File: config.mk
export PLATFORM = sky130hd
export DESIGN_NAME = mcu_clock_reset_output
export DESIGN_NICKNAME = d
export VERILOG_FILES = /design/src/rtl/mcu_clock_reset_output.v
export VERILOG_INCLUDE_DIRS = /design/src /design/src/rtl
export SDC_FILE = /design/constraint.sdc
export NUM_CORES = 1
export LEC_CHECK = 0
export BUFFER_PORTS_ARGS = -buffer_cell sky130_fd_sc_hd__buf_2
export CAP_MARGIN = 5
export CORE_ASPECT_RATIO = 0.5
export CORE_MARGIN = 8
export CORE_UTILIZATION = 30
export DETAILED_ROUTE_END_ITERATION = 8
export PLACE_DENSITY = 0.47
export SLEW_MARGIN = 40
export SYNTH_ARGS = -nofsm -noshare
export SYNTH_HDL_FRONTEND = slang
export SYNTH_SLANG_ARGS = --single-unit
File: constraint.sdc
create_clock -name ref_clk_i -period 3.72 [get_ports ref_clk_i]
set_input_delay 0.186 -clock ref_clk_i [delete_from_list [all_inputs] [get_ports ref_clk_i]]
set_output_delay 0.186 -clock ref_clk_i [all_outputs]
set_load 0.02 [all_outputs]
File: src/rtl/mcu_clock_consts.vh
// constants for the microcontroller clock and reset output block
// assumes a 100 MHz reference clock and the 30 MHz crystal seen as a sampled pin
//
// Functional notes
// - three-bit select picks 30/15/10/4/3/2/1 MHz or the 32.768 kHz clock
// - fast choices divide the crystal; the slow one comes from the low-frequency input
// - control register resets to 06h, giving 1 MHz out
// - sleep with low-frequency enable set outputs the slow clock regardless of select
// - sleep with low-frequency enable clear stops the output clock
// - before stopping, emit 0, 128, 256 or 512 tail cycles per tail field
// - pending interrupt keeps the output clock running whatever mode is commanded
// - sleep and crystal disable wait until the interrupt has been read
// - software reset request gives an internal reset pulse of 50 to 470 us
// - any reset returns the control register to its default
// - active reset is driven on the first general-purpose pin
// - inverted reset is driven on the second general-purpose pin
// - leaving shutdown or power-on holds reset for 5 to 40 ms
`ifndef MCU_CLOCK_CONSTS_VH
`define MCU_CLOCK_CONSTS_VH

// ==========================================
// register map
`define MCO_CTRL_ADDR 7'h0a
`define MCO_CTRL_RESET 8'h06
`define MCO_FREQ_LSB 0
`define MCO_SLOW_EN_BIT 3
`define MCO_TAIL_LSB 4

// ==========================================
// clock select codes and crystal half-periods per output period
`define FREQ_SLOW 3'h7
`define HP_30M 6'h02
`define HP_15M 6'h04
`define HP_10M 6'h06
`define HP_4M 6'h0f
`define HP_3M 6'h14
`define HP_2M 6'h1e
`define HP_1M 6'h3c

// ==========================================
// clock tail lengths
`define TAIL_128 10'h080
`define TAIL_256 10'h100
`define TAIL_512 10'h200

// ==========================================
// timing
`define REF_CLK_MHZ 100
`define SOFT_RST_TIME_US 50
`define GLITCH_RST_TIME_MS 5
`define SOFT_RST_CYCLES (`SOFT_RST_TIME_US * `REF_CLK_MHZ)
`define GLITCH_RST_CYCLES (`GLITCH_RST_TIME_MS * 1000 * `REF_CLK_MHZ)

`endif

File: src/rtl/mcu_clock_reset_output.v
// microcontroller clock output, clock tail and reset pin drive
// assumes crystal, low-frequency clock and shutdown arrive as pins; mode and
// interrupt flags come from logic on ref_clk_i
`timescale 1ns/1ps
`include "mcu_clock_consts.vh"

module mcu_clock_reset_output #(
  parameter SOFT_RST_CYCLES = `SOFT_RST_CYCLES,
  parameter GLITCH_RST_CYCLES = `GLITCH_RST_CYCLES
) (
  // clock and reset
  input wire ref_clk_i,
  input wire rst_b_i,
  // pins
  input wire xtal_clk_i,
  input wire lf_clk_i,
  input wire shutdown_pin_i,
  // mode and interrupt state
  input wire sleep_cmd_i,
  input wire irq_pending_i,
  input wire soft_rst_req_i,
  // register port
  input wire reg_wr_i,
  input wire [6:0] reg_addr_i,
  input wire [7:0] reg_wdata_i,
  output reg [7:0] reg_rdata_o,
  // outputs
  output reg clock_out_pin_o,
  output reg xtal_en_o,
  output reg reset_out_o,
  output reg reset_out_b_o,
  output reg int_reset_o
);

  localparam ST_RUN = 2'h0;
  localparam ST_TAIL = 2'h1;
  localparam ST_STOP = 2'h2;

  // ==========================================
  // decode functions
  function [5:0] half_periods;
    input [2:0] sel;
    begin
      case (sel)
        3'h0: half_periods = `HP_30M;
        3'h1: half_periods = `HP_15M;
        3'h2: half_periods = `HP_10M;
        3'h3: half_periods = `HP_4M;
        3'h4: half_periods = `HP_3M;
        3'h5: half_periods = `HP_2M;
        3'h6: half_periods = `HP_1M;
        default: half_periods = `HP_1M;
      endcase
    end
  endfunction

  // tail length counts output periods, so it scales with the rate in use
  function [9:0] tail_len;
    input [1:0] t;
    begin
      case (t)
        2'h1: tail_len = `TAIL_128;
        2'h2: tail_len = `TAIL_256;
        2'h3: tail_len = `TAIL_512;
        default: tail_len = 10'h000;
      endcase
    end
  endfunction

  // ==========================================
  // pin synchronisers; third stage only feeds edge detection
  reg xtal_s1;
  reg xtal_s2;
  reg xtal_s3;
  reg lf_s1;
  reg lf_s2;
  reg lf_s3;
  reg shut_s1;
  reg shut_s2;

  always @(posedge ref_clk_i or negedge rst_b_i) begin
    if (!rst_b_i) begin
      xtal_s1 <= 1'b0;
      xtal_s2 <= 1'b0;
      xtal_s3 <= 1'b0;
      lf_s1 <= 1'b0;
      lf_s2 <= 1'b0;
      lf_s3 <= 1'b0;
      shut_s1 <= 1'b0;
      shut_s2 <= 1'b0;
    end else begin
      xtal_s1 <= xtal_clk_i;
      xtal_s2 <= xtal_s1;
      xtal_s3 <= xtal_s2;
      lf_s1 <= lf_clk_i;
      lf_s2 <= lf_s1;
      lf_s3 <= lf_s2;
      shut_s1 <= shutdown_pin_i;
      shut_s2 <= shut_s1;
    end
  end

  // both crystal edges count, so 4 MHz (7.5 crystal periods) stays exact
  wire xtal_edge = xtal_s2 ^ xtal_s3;
  wire lf_rise = lf_s2 & ~lf_s3;
  wire lf_fall = ~lf_s2 & lf_s3;

  // ==========================================
  // reset pulse generation
  // one counter serves both pulses; a soft request while it runs is dropped, not queued
  reg [19:0] rst_cnt;
  wire rst_act = (rst_cnt != 20'h0_0000) | shut_s2;

  always @(posedge ref_clk_i or negedge rst_b_i) begin
    if (!rst_b_i) begin
      rst_cnt <= GLITCH_RST_CYCLES[19:0];
    end else if (shut_s2) begin
      rst_cnt <= GLITCH_RST_CYCLES[19:0];
    end else if (soft_rst_req_i && rst_cnt == 20'h0_0000) begin
      rst_cnt <= SOFT_RST_CYCLES[19:0];
    end else if (rst_cnt != 20'h0_0000) begin
      rst_cnt <= rst_cnt - 20'h0_0001;
    end
  end

  always @(posedge ref_clk_i or negedge rst_b_i) begin
    if (!rst_b_i) begin
      int_reset_o <= 1'b1;
      reset_out_o <= 1'b1;
      reset_out_b_o <= 1'b0;
    end else begin
      int_reset_o <= rst_act;
      reset_out_o <= rst_act;
      reset_out_b_o <= ~rst_act;
    end
  end

  // ==========================================
  // control register
  reg [7:0] ctrl;
  wire [2:0] freq_sel = ctrl[`MCO_FREQ_LSB +: 3];
  wire slow_en = ctrl[`MCO_SLOW_EN_BIT];
  wire [1:0] tail_sel = ctrl[`MCO_TAIL_LSB +: 2];
  wire addr_hit = (reg_addr_i == `MCO_CTRL_ADDR);

  // writes during any reset are dropped, so the defaults stand until it ends;
  // the two top bits are not stored and always read back zero
  always @(posedge ref_clk_i or negedge rst_b_i) begin
    if (!rst_b_i) begin
      ctrl <= `MCO_CTRL_RESET;
    end else if (rst_act) begin
      ctrl <= `MCO_CTRL_RESET;
    end else if (reg_wr_i && addr_hit) begin
      ctrl <= reg_wdata_i & 8'h3f;
    end
  end

  always @(posedge ref_clk_i or negedge rst_b_i) begin
    if (!rst_b_i) begin
      reg_rdata_o <= 8'h00;
    end else begin
      reg_rdata_o <= addr_hit ? ctrl : 8'h00;
    end
  end

  // ==========================================
  // clock output state machine
  // sleep only counts once the interrupt is read
  wire sleep_eff = sleep_cmd_i & ~irq_pending_i;
  wire target_run = ~(sleep_eff & ~slow_en);
  wire target_lf = (sleep_eff & slow_en) | (freq_sel == `FREQ_SLOW);

  reg [1:0] st;
  reg src_lf;
  reg [5:0] cur_hp;
  reg [5:0] phase;
  reg [9:0] tcnt;

  wire [5:0] phase_inc = phase + 6'h01;
  wire [5:0] high_len = cur_hp - {1'b0, cur_hp[5:1]};
  wire div_end = xtal_edge & (phase_inc == cur_hp);
  // a boundary is where the output would next rise, so switching never cuts a pulse
  wire run_bnd = src_lf ? lf_rise : div_end;
  wire stop_bnd = target_lf ? lf_rise : xtal_edge;
  wire [9:0] tl = tail_len(tail_sel);

  reg [1:0] next_st;
  reg next_src_lf;
  reg [5:0] next_cur_hp;
  reg [5:0] next_phase;
  reg [9:0] next_tcnt;
  reg next_out;
  reg bnd;
  reg start;

  // ==========================================
  // next-state logic
  always @* begin
    next_st = st;
    next_src_lf = src_lf;
    next_cur_hp = cur_hp;
    next_phase = phase;
    next_tcnt = tcnt;
    next_out = clock_out_pin_o;
    bnd = (st == ST_STOP) ? stop_bnd : run_bnd;
    start = 1'b0;
    if (bnd) begin
      case (st)
        ST_RUN: begin
          if (!target_run) begin
            if (tl == 10'h000) begin
              next_st = ST_STOP;
            end else begin
              next_st = ST_TAIL;
              next_tcnt = tl - 10'h001;
              start = 1'b1;
            end
          end else begin
            next_src_lf = target_lf;
            next_cur_hp = half_periods(freq_sel);
            start = 1'b1;
          end
        end
        ST_TAIL: begin
          if (target_run) begin
            next_st = ST_RUN;
            next_src_lf = target_lf;
            next_cur_hp = half_periods(freq_sel);
            start = 1'b1;
          end else if (tcnt == 10'h000) begin
            next_st = ST_STOP;
          end else begin
            next_tcnt = tcnt - 10'h001;
            start = 1'b1;
          end
        end
        ST_STOP: begin
          if (target_run) begin
            next_st = ST_RUN;
            next_src_lf = target_lf;
            next_cur_hp = half_periods(freq_sel);
            start = 1'b1;
          end
        end
        default: begin
          next_st = ST_STOP;
        end
      endcase
      if (start) begin
        next_phase = 6'h00;
        next_out = 1'b1;
      end else begin
        next_out = 1'b0;
      end
    end else if (st != ST_STOP) begin
      if (src_lf) begin
        if (lf_fall) begin
          next_out = 1'b0;
        end
      end else if (xtal_edge) begin
        // divided clock: high for the first half, odd counts round high
        next_phase = phase_inc;
        next_out = (phase_inc < high_len);
      end
    end
  end

  // ==========================================
  // state registers
  // output starts low and waits for the first crystal edge after reset
  always @(posedge ref_clk_i or negedge rst_b_i) begin
    if (!rst_b_i) begin
      st <= ST_STOP;
      src_lf <= 1'b0;
      cur_hp <= `HP_1M;
      phase <= 6'h00;
      tcnt <= 10'h000;
      clock_out_pin_o <= 1'b0;
    end else begin
      st <= next_st;
      src_lf <= next_src_lf;
      cur_hp <= next_cur_hp;
      phase <= next_phase;
      tcnt <= next_tcnt;
      clock_out_pin_o <= next_out;
    end
  end

  // ==========================================
  // crystal enable: off only once sleep is effective and the crystal is unused
  // looking at the next state drops the crystal on the edge the output stops
  wire xtal_idle = (next_st == ST_STOP) || (next_st == ST_RUN && next_src_lf);

  always @(posedge ref_clk_i or negedge rst_b_i) begin
    if (!rst_b_i) begin
      xtal_en_o <= 1'b1;
    end else begin
      xtal_en_o <= ~(sleep_eff & xtal_idle);
    end
  end

endmodule

==> results.yml <==
outcome:
  status: "completed"
detailed_routing:
  drt-initial-drc-count: 178
  final_antenna_net_count: 0
  wl_per_cell_um: 14.52
  remaining_drc_errors: 0
  drt_first_pass_iters: 4
  viasPerCell: 4.930
  drt-total-wl_mm: 8.874
  vias: 3012
sta:
  setup-violations-final: 0
  final-max-slew-violation-count: 0
  worst_pin_slew_ns: 0.6690
  fin_crit_ns: 2.953
  post-route-period-util: 0.7938
  relSlewSlack: 0.5499
  rsz0062_at_grt: "false"
  fin_tns_setup_ns: 0
  clock_skew_ns: 0.008532
  whs_ns: 0.09272
  setup_ws_ns: 0.7672
  finalHoldViolCount: 0
  max_freq_mhz: 338.7
die:
  initial_core_util: 0.3082
  rows: 29
  chipHeight_um: 96.88
  dieArea_mm2: 0.01722
  die_w_um: 177.8
  coreArea_mm2: 0.01274
  ioPinCount: 37
yosys:
  syn-mean-instance-area_um2: 9.788
  yosysTopAreaCell: "dfrtp_1"
  synth-seq-cells: 69
  synth_area_leaders: "dfrtp_1 (34%), dfstp_2 (11%), ha_1 (4.1%)"
  synthArstFlopShare: 1.000
  synth_most_common_cell: "dfrtp_1"
  synthDistinctLibCells: 77
  yosys-top-cells-count: "dfrtp_1 (53), nor2_1 (29), a21oi_1 (26), nand2_1 (26), o21ai_0 (20)"
  ys_dominant_reg_cell: "dfrtp_1"
  synth_top_area_frac: 0.3379
  syn_area_mm2: 0.003925
  yosysWarnings: 0
  yosysSeqAreaShare: 0.4450
  synth_edf_count: 0
  netlist_instances: 401
cells_and_area:
  final_cell_area_mm2: 0.004609
  layout-area-overhead-vs-synth_pct: 17.44
  drive_gt1_frac: 0.1995
  finalNetCount: 474
  num_antenna_cells: 0
critical_path:
  start_kind: "register"
  r2r_start: "phase[0]"
  required_ns: 3.93
  worstPathMaxFanout: 7
  path_class: "register to register"
  crit_slowest_cell: "and4_1"
  slowest_delay_ns: 0.46
  crit_start: "phase[0]"
  crit_path_end_kind: "register"
  worstPathCellList: "ha_1 > xor2_1 > nor4_1 > and4_1 > a31oi_2 > nor2_1 > mux2_1"
  worstPathArrival_ns: 3.16
placed_design:
  numPortBuffers: 32
  placed_area_mm2: 0.004265
  gp_congestion: 0.7669
  hpwl_mm: 6.342
  pre_cts_ws_ns: 0.7932
grt:
  gr-total-overflow: 0
  grt_max_degree: 70
  grt_pass1_wl_mm: 15.28
  grt.total_usage: 0.1083
  grt_antenna_before_repair: 0
  grt_pass1_vias: 3060
worst_hold_path:
  hp-class: "input pin to register"
  hold_start: "reg_wdata_i[1]"
power_and_ir_drop:
  p_leak_nw: 2.050
  peakVddDrop_uv: 225.8
  total_power_w: 0.002671
  pwr_density_cell_mw_per_mm2: 579.4
clock_network:
  clockBufferDepth: 2
  clock_latency_ns: 0.33
  cts_setup_buffers: 0
  cts_root_buf: "clkbuf_16"
  numCtsBuffers: 9
  h-tree-depth: 3
  cts_tree: "done"
  clkTransAtPathRegs_ns: 0.06
  clock-sinks: 69
flow_run:
  maxCapViolCount: 0
-- flip-flops by register name, indices dropped and copies added (netlist names), 2 cells and up --
signal       flops
tcnt            10
st               2
reg_rdata_o      6
phase            6
ctrl             6
rst_cnt         20
cur_hp           6
-- worst max-delay path: cells and delay by family, from the launching register on --
| kind | cells | cell delay (ns) |
|---|---|---|
| muxes | 1 | 0.36 |
| xor gates and xnor gates | 1 | 0.18 |
| DFF | 1 | 0.44 |
| adders and majority gates | 1 | 0.38 |
| AOI/OAI and AO/OA | 1 | 0.24 |
| and+or+nand+nor | 3 | 1.21 |
-- what timing repair did --
action,CTS,global route
endpoints found under the hold margin,56,0
resized for setup,0,0
hold buffers,4,0
-- kinds of logic (layout without fill, tap and decap cells) --
family / count (synthesis) / count (layout) / share of synthesized area
AOI/OAI and AO/OA: 105 / 105 / 0.1846
DFF: 69 / 69 / 0.4450
buffers and inverters: 32 / 71 / 0.03474
adders and majority gates: 15 / 15 / 0.04909
and+or+nand+nor: 152 / 152 / 0.2136
xor gates and xnor gates: 21 / 21 / 0.05579
other: 1 / 2 / 0.0009554
muxes: 6 / 6 / 0.01626
-- cell usage in the layout (no fill, tap or decap), types with 3 or more instances in the layout --
cell type      instances
dfrtp_1               53
xnor2_1               11
or3_1                  9
and2_1                 8
a22o_1                 4
ha_1                  13
or4_1                  3
nor4_1                11
a31oi_1                7
o41ai_1                3
nand2_1               26
xor2_1                 7
and3_1                 5
nor2b_1                8
nor2_1                29
nor3_1                13
or2_2                  3
nand3_1               16
dfstp_2               16
inv_1                 16
o21ai_0               20
buf_2                 31
nand2b_1               4
a21oi_1               26
o31ai_1                3
dlygate4sd3_1          4
a21o_1                 8
clkbuf_16              9
mux2i_1                3
-- worst paths after layout --
| kind | to | slack, ns | cells past startpoint |
|---|---|---|---|
| min in group asynchronous | rst_cnt[4] | 0.42 | 2 |
| min reg2reg | shut_s2 | 0.34 | 0 |
| min | ctrl[1] | 0.09 | 3 |
| max in group asynchronous | cur_hp[0] | 2.86 | 2 |
| max | cur_hp[1] | 0.77 | 7 |
| max reg2reg | cur_hp[1] | 0.77 | 7 |
-- cell type report --
class                   count  area [um2]
fillers                  1299        8127
multi-input cells         301        2061
flip-flops and latches     69        1747
clock buffers              12       256.5
repair buffers             38       221.5
well taps                 170       212.7
inverters                  17       63.81
clock inverters             4       47.55
-- stage by stage --
stage                       util  cells
after floorplan                -    402
after global placement    0.3339    591
after detailed placement  0.3349    591
after CTS                 0.3619    611
after global routing      0.3619    611
final                     0.3619    611
-- layer usage --
| layer | wire length [um] | vias up | GRT usage |
|---|---|---|---|
| met5 | 0 | - | 0 |
| met4 | 83 | 0 | 0.03439 |
| met3 | 229 | 9 | 0.02676 |
| met2 | 4020 | 40 | 0.1701 |
| met1 | 4541 | 1423 | 0.1435 |
| li1 | - | 1540 | - |
-- report_power, final --
part,internal (W),switching [W],total (W)
clock network,0.000553,0.000314,0.000867
registers,0.000844,0.000107,0.000951
logic,0.000382,0.000470,0.000853
total,0.00178,0.000891,0.00267
Power figures use the tool's default switching activity.
